## config.mk

```make
export PLATFORM = sky130hd
export DESIGN_NAME = cfbf_framer
export DESIGN_NICKNAME = d
export VERILOG_FILES = /design/src/logic/cfbf_framer.v
export VERILOG_INCLUDE_DIRS = /design/src /design/src/logic
export SDC_FILE = /design/constraint.sdc
export NUM_CORES = 1
export LEC_CHECK = 0
export ABC_CLOCK_PERIOD_IN_PS = 2100
export CAP_MARGIN = 20
export CORE_ASPECT_RATIO = 1.25
export CORE_UTILIZATION = 63
export DETAILED_ROUTE_END_ITERATION = 16
export DONT_BUFFER_PORTS = 1
export GPL_ROUTABILITY_DRIVEN = 0
export PLACE_DENSITY = 0.84
export SYNTH_ARGS = -nofsm -noshare
export SYNTH_HDL_FRONTEND = slang
export SYNTH_SLANG_ARGS = --single-unit
```

## constraint.sdc

```tcl
create_clock -name clk_i -period 2.1 [get_ports clk_i]
set_clock_uncertainty 0.05 [all_clocks]
set_input_delay 0.21 -clock clk_i [delete_from_list [all_inputs] [get_ports clk_i]]
set_output_delay 0.21 -clock clk_i [all_outputs]
set_load 0.005 [all_outputs]
```

## src/logic/cfbf_consts.vh

```
/*
 constants for the compressed field bitstream framer: marker codes,
 the later-block count and the type field width.
 assumes the includer uses these in a single clock domain.
*/
`ifndef CFBF_CONSTS_VH
`define CFBF_CONSTS_VH

// marker codes in the type field of a stream word (values arbitrary)
`define CFBF_TYPE_W 4
`define CFBF_MK_FIELD1 4'h1
`define CFBF_MK_FIELD2 4'h2
`define CFBF_MK_BLK1 4'h3
`define CFBF_MK_BLK2 4'h4
`define CFBF_MK_BLK3 4'h5
`define CFBF_MK_BLK4 4'h6
`define CFBF_MK_ZERO 4'h7
`define CFBF_MK_END 4'h8
`define CFBF_MK_FIRST 4'h9
`define CFBF_MK_DATA 4'h0

// block records after the first block of a field
`define CFBF_LATER_BLOCKS 41

`endif

```

## src/logic/cfbf_framer.v

```verilog
/*
 compressed field bitstream framer: builds the field record stream in
 encode and checks/parses it in decode.
 assumes a word-wide stream with valid/ready on both sides and a host
 that ends a decode sequence with the end marker.
*/
// Functional notes
// - encode sends stream; decode accepts same.
// - fields alternate first then second, unbounded.
// - field marker, timecode, first block, blocks.
// - first block: tag, bin width, payload.
// - exactly 41 later blocks per field.
// - later block: marker, bin width, payload.
// - zero-block marker accepted for any block.
`timescale 1ns/100ps
`include "cfbf_consts.vh"

module cfbf_framer #(
  parameter DATA_W = 32,
  parameter BW_W = 16
) (
  // clock and reset
  input wire clk_i,
  input wire arst_n_i,
  // mode: 1 encode, 0 decode
  input wire encode_i,
  // encode side: payload words from the codec datapath
  input wire enc_valid_i,
  output wire enc_ready_o,
  input wire [`CFBF_TYPE_W-1:0] enc_marker_i,
  input wire [BW_W-1:0] enc_bw_i,
  input wire [DATA_W-1:0] enc_data_i,
  input wire enc_last_i,
  input wire enc_zero_i,
  // host stream out (encode)
  output reg tx_valid_o,
  input wire tx_ready_i,
  output reg [`CFBF_TYPE_W-1:0] tx_type_o,
  output reg [DATA_W-1:0] tx_data_o,
  // host stream in (decode)
  input wire rx_valid_i,
  output wire rx_ready_o,
  input wire [`CFBF_TYPE_W-1:0] rx_type_i,
  input wire [DATA_W-1:0] rx_data_i,
  // decoded fields toward the datapath
  output reg dec_valid_o,
  input wire dec_ready_i,
  output reg [DATA_W-1:0] dec_data_o,
  output reg [BW_W-1:0] dec_bw_o,
  output reg [5:0] dec_block_o,
  output reg dec_zero_o,
  // status
  output reg [1:0] field_o,
  output reg seq_end_o,
  output reg error_o
);

  // ==========================================================
  // states
  localparam S_MARK = 3'd0;
  localparam S_TC = 3'd1;
  localparam S_BW = 3'd2;
  localparam S_DATA = 3'd3;
  localparam S_BLKM = 3'd4;
  localparam S_END = 3'd5;

  function is_later_marker;
    input [`CFBF_TYPE_W-1:0] t;
    begin
      is_later_marker = (t == `CFBF_MK_BLK1) || (t == `CFBF_MK_BLK2) ||
                        (t == `CFBF_MK_BLK3) || (t == `CFBF_MK_BLK4) ||
                        (t == `CFBF_MK_ZERO);
    end
  endfunction

  localparam [5:0] LAST_BLK = `CFBF_LATER_BLOCKS;

  reg [2:0] st_q;
  reg [5:0] blk_q;
  reg second_q;
  reg zero_q;

  // ==========================================================
  // handshakes
  wire tx_free = !tx_valid_o || tx_ready_i;
  assign enc_ready_o = encode_i && tx_free && (st_q == S_DATA);
  assign rx_ready_o = !encode_i && (!dec_valid_o || dec_ready_i) &&
                      (st_q != S_END);
  wire rx_go = rx_valid_i && rx_ready_o;

  // ==========================================================
  // encode: inserts markers, timecode, bin width around payload
  always @(posedge clk_i or negedge arst_n_i) begin
    if (!arst_n_i) begin
      tx_valid_o <= 1'b0;
      tx_type_o <= `CFBF_MK_DATA;
      tx_data_o <= {DATA_W{1'b0}};
    end else if (tx_free) begin
      tx_valid_o <= 1'b0;
      if (encode_i && st_q != S_DATA) begin
        tx_valid_o <= 1'b1;
        tx_data_o <= {DATA_W{1'b0}};
        case (st_q)
          S_MARK: tx_type_o <= second_q ? `CFBF_MK_FIELD2 :
                               `CFBF_MK_FIELD1;
          S_TC: begin
            tx_type_o <= `CFBF_MK_DATA;
            tx_data_o <= enc_data_i;
          end
          S_BLKM: tx_type_o <= blk_q == 6'd0 ? `CFBF_MK_FIRST :
                               (enc_zero_i ? `CFBF_MK_ZERO :
                               enc_marker_i);
          S_BW: begin
            tx_type_o <= `CFBF_MK_DATA;
            tx_data_o <= {{(DATA_W-BW_W){1'b0}}, enc_bw_i};
          end
          default: tx_valid_o <= 1'b0;
        endcase
      end else if (enc_valid_i && enc_ready_o) begin
        tx_valid_o <= 1'b1;
        tx_type_o <= `CFBF_MK_DATA;
        tx_data_o <= enc_data_i;
      end
    end
  end

  // ==========================================================
  // record sequencer shared by both directions
  wire enc_step = encode_i && tx_free && st_q != S_DATA;
  wire enc_last = enc_valid_i && enc_ready_o && enc_last_i;
  wire [`CFBF_TYPE_W-1:0] rt = rx_type_i;

  always @(posedge clk_i or negedge arst_n_i) begin
    if (!arst_n_i) begin
      st_q <= S_MARK;
      blk_q <= 6'd0;
      second_q <= 1'b0;
      zero_q <= 1'b0;
      field_o <= 2'd0;
      seq_end_o <= 1'b0;
      error_o <= 1'b0;
    end else if (encode_i) begin
      case (st_q)
        S_MARK: if (enc_step) begin
          st_q <= S_TC;
          field_o <= second_q ? 2'd2 : 2'd1;
        end
        S_TC: if (enc_step) begin
          st_q <= S_BLKM;
          blk_q <= 6'd0;
        end
        S_BLKM: if (enc_step) st_q <= S_BW;
        S_BW: if (enc_step) st_q <= S_DATA;
        S_DATA: if (enc_last) begin
          if (blk_q == LAST_BLK) begin
            st_q <= S_MARK;
            second_q <= !second_q;
          end else begin
            st_q <= S_BLKM;
            blk_q <= blk_q + 6'd1;
          end
        end
        default: st_q <= S_MARK;
      endcase
    end else if (rx_go) begin
      error_o <= 1'b0;
      case (st_q)
        S_MARK: begin
          if (rt == `CFBF_MK_END) begin
            st_q <= S_END;
            seq_end_o <= 1'b1;
          end else if (rt == (second_q ? `CFBF_MK_FIELD2 :
                                         `CFBF_MK_FIELD1)) begin
            st_q <= S_TC;
            field_o <= second_q ? 2'd2 : 2'd1;
          end else
            error_o <= 1'b1;
        end
        S_TC: begin
          st_q <= S_BLKM;
          blk_q <= 6'd0;
        end
        S_BLKM: begin
          if ((blk_q == 6'd0 && (rt == `CFBF_MK_FIRST ||
              rt == `CFBF_MK_ZERO)) ||
              (blk_q != 6'd0 && is_later_marker(rt))) begin
            st_q <= S_BW;
            zero_q <= (rt == `CFBF_MK_ZERO);
          end else begin
            error_o <= 1'b1;
            st_q <= S_MARK;
          end
        end
        S_BW: st_q <= S_DATA;
        S_DATA: begin
          if (rt != `CFBF_MK_DATA) begin
            if (blk_q == LAST_BLK) begin
              second_q <= !second_q;
              if (rt == `CFBF_MK_END) begin
                st_q <= S_END;
                seq_end_o <= 1'b1;
              end else if (rt == (second_q ? `CFBF_MK_FIELD1 :
                                             `CFBF_MK_FIELD2)) begin
                st_q <= S_TC;
                field_o <= second_q ? 2'd1 : 2'd2;
              end else begin
                st_q <= S_MARK;
                error_o <= 1'b1;
              end
            end else if (is_later_marker(rt)) begin
              blk_q <= blk_q + 6'd1;
              zero_q <= (rt == `CFBF_MK_ZERO);
              st_q <= S_BW;
            end else begin
              st_q <= S_MARK;
              error_o <= 1'b1;
            end
          end
        end
        default: st_q <= S_MARK;
      endcase
    end else if (st_q == S_END && rx_valid_i == 1'b0) begin
      st_q <= S_MARK; // new sequence restarts at the first field
      second_q <= 1'b0;
      seq_end_o <= 1'b0;
    end
  end

  // ==========================================================
  // decode output: payload words with the block's bin width
  always @(posedge clk_i or negedge arst_n_i) begin
    if (!arst_n_i) begin
      dec_valid_o <= 1'b0;
      dec_data_o <= {DATA_W{1'b0}};
      dec_bw_o <= {BW_W{1'b0}};
      dec_block_o <= 6'd0;
      dec_zero_o <= 1'b0;
    end else begin
      if (dec_ready_i)
        dec_valid_o <= 1'b0;
      if (rx_go && st_q == S_BW)
        dec_bw_o <= rx_data_i[BW_W-1:0];
      if (rx_go && st_q == S_DATA && rt == `CFBF_MK_DATA) begin
        dec_valid_o <= 1'b1;
        dec_data_o <= rx_data_i;
        dec_block_o <= blk_q;
        dec_zero_o <= zero_q;
      end
    end
  end

endmodule // cfbf_framer

```

# Word level (Yosys, flattened, before mapping)
# Cells that the tools add are included.
# W data, S select, Z words.
[word_totals]
reg_bits = 108
latch_bits = 0
ramBits = 0
romBits = 0
input_bits = 97
out_inout_bits = 99
mem_count = 0
[op_classes]
addsub = 1
n_mul = 0
div_mod_pow = 0
order_cmp = 0
n_eq_ne = 45
shift = 0
mux = 84
bitwise = 2
n_reduce_logical = 51
[op_table]
columns = ["operator", "count"]
rows = [
  ["$mux W32", 2],
  ["$pmux W32 S2", 1],
  ["$mux W6", 8],
  ["$ne A3 B3 Y1 const B", 15],
  ["$mux W3", 14],
  ["$mux W2", 16],
  ["$mux W1", 30],
  ["$pmux W3 S5", 2],
  ["$pmux W6 S2", 2],
  ["$eq A4 B3 Y1 const B", 4],
  ["$mux W4", 4],
  ["$logic_and A1 B1 Y1", 15],
  ["$reduce_and A7 Y1", 2],
  ["$reduce_bool A2 Y1", 7],
  ["$pmux W4 S3", 1],
  ["$ne A2 B1 Y1 const B", 5],
  ["$reduce_and A10 Y1", 1],
  ["$reduce_and A5 Y1", 2],
  ["$eq A4 B2 Y1", 2],
  ["$eq A4 B4 Y1 const B", 2],
  ["$logic_or A1 B1 Y1", 8],
  ["$ne A2 B2 Y1 const B", 4],
  ["$reduce_and A8 Y1", 1],
  ["$add A6 B1 Y6 const B", 1],
  ["other kinds (25)", 34],
]

# Longest topological paths before layout
[logic_depth]
ltp_word = 11
mapped_depth = 8
ltp_nobuf = 7

# Worst setup path before layout
# No wires, ideal clock.
[synth_timing]
path_kind = "flip-flop to flip-flop"
from = "register blk_q[1]"
to = "register blk_q[5]"
arrival_time_ns = 1.725
required_time_ns = 1.919
path_slack_ns = 0.194
stages_incl_launch_ff = 9
n_path_buf = 1
synth_period_minus_slack_ns = 1.906
cell_sequence = "dfrtp_1 -> inv_1 -> ha_1 -> and4_4 -> buf_6 -> a221o_2 -> nor3b_2 -> a31o_1 -> a21oi_1"
[synth_via]
elab_chain_len = 7
word_cells_on_any_way = 13
cone_classes = "add/sub: 1; eq/ne: 2; mux: 9; reduce/logical: 1"
[synth_lines]
columns = ["item", "line", "rtl"]
rows = [
  ["start: declaration", "cfbf_framer.v:79", "reg [5:0] blk_q;"],
  ["start signal: assignment", "cfbf_framer.v:160", "blk_q <= blk_q + 6'd1;"],
  ["start signal: assignment", "cfbf_framer.v:211", "blk_q <= blk_q + 6'd1;"],
  ["$add A6 B1 Y6", "cfbf_framer.v:160, cfbf_framer.v:211", ""],
  ["$mux W6", "cfbf_framer.v:210", "end else if (is_later_marker(rt)) begin"],
  ["$mux W6", "cfbf_framer.v:197", "if (blk_q == LAST_BLK) begin"],
  ["$mux W6", "cfbf_framer.v:196", "if (rt != `CFBF_MK_DATA) begin"],
  ["$pmux W6 S2", "cfbf_framer.v:167", "case (st_q)"],
  ["$mux W6", "cfbf_framer.v:165", "end else if (rx_go) begin"],
  ["$mux W6", "cfbf_framer.v:142", "end else if (encode_i) begin"],
]
# Several ways; a longest one is shown, not always the timed one. The select of a mux whose other input is x is not followed.
# A chain may end at the register's enable or synchronous reset.

# Worst setup path in the final report
[layout_timing]
from = "register tx_valid_o"
to = "register tx_data_o[24]"
[layout_via]
elab_chain_len = 7
[layout_lines]
columns = ["item", "line", "rtl"]
rows = [
  ["start: declaration", "cfbf_framer.v:36", "output reg tx_valid_o,"],
  ["start signal: assignment", "cfbf_framer.v:95", "tx_valid_o <= 1'b0;"],
  ["start signal: assignment", "cfbf_framer.v:99", "tx_valid_o <= 1'b0;"],
  ["start signal: assignment", "cfbf_framer.v:101", "tx_valid_o <= 1'b1;"],
  ["$logic_not A1 Y1 (*)", "cfbf_framer.v:85", "wire tx_free = !tx_valid_o || tx_ready_i;"],
  ["$logic_or A1 B1 Y1 (*)", "cfbf_framer.v:85", ""],
  ["$logic_and A1 B1 Y1 (2 in series)", "cfbf_framer.v:86", "assign enc_ready_o = encode_i && tx_free && (st_q == S_DATA);"],
  ["$logic_and A1 B1 Y1", "cfbf_framer.v:119", "end else if (enc_valid_i && enc_ready_o) begin"],
  ["$reduce_bool A2 Y1 (no source line)", "-", ""],
  ["$reduce_and A2 Y1 (no source line) (*)", "-", ""],
  ["end signal: assignment", "cfbf_framer.v:97", "tx_data_o <= {DATA_W{1'b0}};"],
  ["end signal: assignment", "cfbf_framer.v:115", "tx_data_o <= {{(DATA_W-BW_W){1'b0}}, enc_bw_i};"],
  ["end signal: assignment", "cfbf_framer.v:122", "tx_data_o <= enc_data_i;"],
  ["end: declaration", "cfbf_framer.v:39", "output reg [DATA_W-1:0] tx_data_o,"],
]
# Every way passes the cells marked *; elsewhere a longest branch is shown, timed or not.

==> metrics.yaml <==
critical_path:
  r2r-start: "tx_valid_o"
  timing.rr.end: "tx_data_o[24]"
  crit_arrival_ps: 2320
  crit_type: "reg2reg"
  critPathRequiredTime_ps: 2350
  start_kind: "flip-flop"
  cp-startpoint: "tx_valid_o"
  crit_path_max_fanout: 23
  critPathCaptureType: "flip-flop"
  rr_worst_depth: 6
  rrSetupSlack_ps: 30
global_route:
  overflow: 0
  antenna_found_initial: 0
  grt_pass1_wl_um: 21580
  grt_pass1_vias: 4347
  grt_max_degree: 109
  groute.usage.overall_pct: 35.68
synthesis:
  async_flop_share_pct: 100.0
  synthCells: 435
  synth_ff_type: "dfrtp_1"
  ys_seq_area_share_pct: 54.20
  synth_cell_type_count: 57
  synth_area_um2: 4986
  synth_top_area_share_pct: 54.20
  yosys_warnings: 0
  syn_nets: 535
  synthTopCellsByArea: "dfrtp_1 54%, mux2_2 9.5%, a222oi_1 3.2%, a22o_1 3.0%, mux2_1 2.5%"
  ys_seq_elements: 108
  synth-edff-count: 0
  yosysMostFrequentCell: "dfrtp_1"
  synth.avg_cell_area_um2: 11.46
  yosys.area.top_type: "dfrtp_1"
  netlist_top_cells_count: "108 x dfrtp_1, 42 x mux2_2, 22 x inv_1"
min_path:
  hold_class: "in2async"
route:
  wl_per_cell_um: 23.42
  drt_iter0_drc: 308
  dr.pass1.iters: 6
  ant_nets: 0
  routed_wl_um: 14760
  drc: 0
  vias_per_cell: 6.732
  vias: 4241
flow_run:
  maxCapViolCount: 0
outcome:
  status: "complete, but fails checks"
  violations: "hold timing"
cts:
  cts_buffers: 9
  cts_tree: "done"
  cts_max_path_buffers: 2
  clk_pin_slew_ps: 120
  cts_root_buffer: "clkbuf_8"
  cts_hold_buf: 87
  cts_max_level: 3
  clock_insertion_delay_worst_skew_ps: 360
  cts_sinks: 108
floorplanning:
  core.rowCount: 35
  dieArea_um2: 8277
  fp.dieW_um: 81.57
  io_pins: 196
  fp.coreArea_um2: 7532
  die_h_um: 101.5
  start_util_pct: 66.20
timing:
  max_freq_mhz: 483.6
  min_period_ps: 2068
  setup_violations: 0
  setup-tns-final_ps: 0
  slew_viol_final: 0
  relSlewSlack_pct: 58.53
  hold_viol_final: 108
  rsz0062_at_grt: "true"
  worstMarginPinSlew_ps: 620.6
  min_period_over_period_pct: 98.46
  holdWs_ps: -524.6
power_and_ir_drop:
  ir_worst_vdd_uv: 764.3
  leakage_nw: 2.914
  total_power_mw: 6.082
  power.density_nw_per_um2: 966.2
placed_design:
  postPlaceCellArea_um2: 5189
  hpwl_um: 8381
  io_buffers: 0
final_layout:
  syn_to_final_growth_pct: 26.25
  fin_util_pct: 83.57
  design_area_um2: 6295
  ff_latch_area_um2: 2704
  drive_gt1_share_pct: 19.33
  fin_nets: 634
  antenna_cells: 0
  multi_input_area_um2: 2096
  num-fill-cells: 397
-- repair_timing --
action | in CTS | in global routing
setup endpoints to repair | 0 | 40
gates resized for setup | 0 | 4
hold endpoints to repair | 193 | 108
setup buffers | 0 | 3
-- state kept, by name, indices dropped and copies added (netlist names) --
name	flops
tx_data_o	32
blk_q	6
dec_zero_o	1
error_o	1
tx_valid_o	1
zero_q	1
st_q	3
dec_block_o	6
dec_data_o	32
field_o	2
second_q	1
seq_end_o	1
dec_valid_o	1
tx_type_o	4
dec_bw_o	16
-- worst max-delay path, cell delays in order (launching register included) --
cell,delay (ps)
dfrtp_1,410
nor2b_1,170
nor2_1,230
o21ai_2,170
a21oi_4,520
buf_4,290
a22o_1,160
-- power by group --
| group | switching, mW | internal [mW] | leakage, nW |
|---|---|---|---|
| combinational | 0.884 | 0.860 | 1.40 |
| sequential | 0.549 | 2.59 | 1.42 |
| clock | 0.749 | 0.452 | 0.0906 |
-- logic make-up (layout without fill, tap and decap cells) --
logic type,count (synthesis),count (layout),share of synthesized area (%)
xor+xnor,3,3,0.5271
buf+inv,51,154,4.341
compound gates,104,104,15.43
mux,54,54,12.17
flops,108,108,54.20
fa+ha+maj,3,3,0.7529
simple gates,112,112,12.57
-- worst max path at each step --
stage,endpoint,cells after the start
after floorplan,blk_q[5],8
after global placement,blk_q[5],7
after detailed placement,blk_q[5],7
after CTS,blk_q[5],7
after global routing,error_o,9
final,tx_data_o[24],6
-- per-stage QoR --
| stage | cells | worst slack (ps) |
|---|---|---|
| 2_1_floorplan | 435 | 194.1 |
| 3_3_place_gp | 524 | 100.4 |
| 3_5_place_dp | 524 | 37.08 |
| 4_1_cts | 626 | 13.87 |
| 5_1_grt | 630 | -106.2 |
| 6_report | 630 | 32.27 |
-- layer usage --
| metal | GRT usage [%] | up-vias | share of wire, % |
|---|---|---|---|
| met5 | 0 | - | 0 |
| met4 | 18.62 | 0 | 5.2 |
| met3 | 9.550 | 74 | 9.9 |
| met2 | 62.50 | 332 | 53 |
| met1 | 39.02 | 2039 | 32 |
| li1 | - | 1796 | - |
-- layout by cell type, fill, tap and decap left out, types with 4 or more instances in the layout --
cell           netlist  routed
a21oi_1             15      14
nor2b_1              4       4
nand2b_1            10      10
nor3_2               4       4
buf_4                1      28
nand3_1             14      13
a22o_1              17      17
nand4_1              4       4
mux2_1              11      11
inv_1               22      22
a31oi_1              4       4
nor2_1              21      21
a222oi_1            16      16
clkbuf_8             0       9
dfrtp_1            108     107
nor3_1              11      10
nor3b_1              4       4
dlygate4sd3_1        0      87
nand2_1             20      20
o21ai_0             18      18
mux2_2              42      42
o31ai_1              4       4
o21ai_1              5       5
-- final cells by class --
class	instances	share of cell area (%)
tap	92	1.829
multi-input combinational	276	33.29
clock buffer	9	1.968
clock inverter	6	0.9740
timing repair buffer	117	17.67
sequential	108	42.95
inverter	22	1.312
Note: power is estimated with default switching activity, not from simulation.
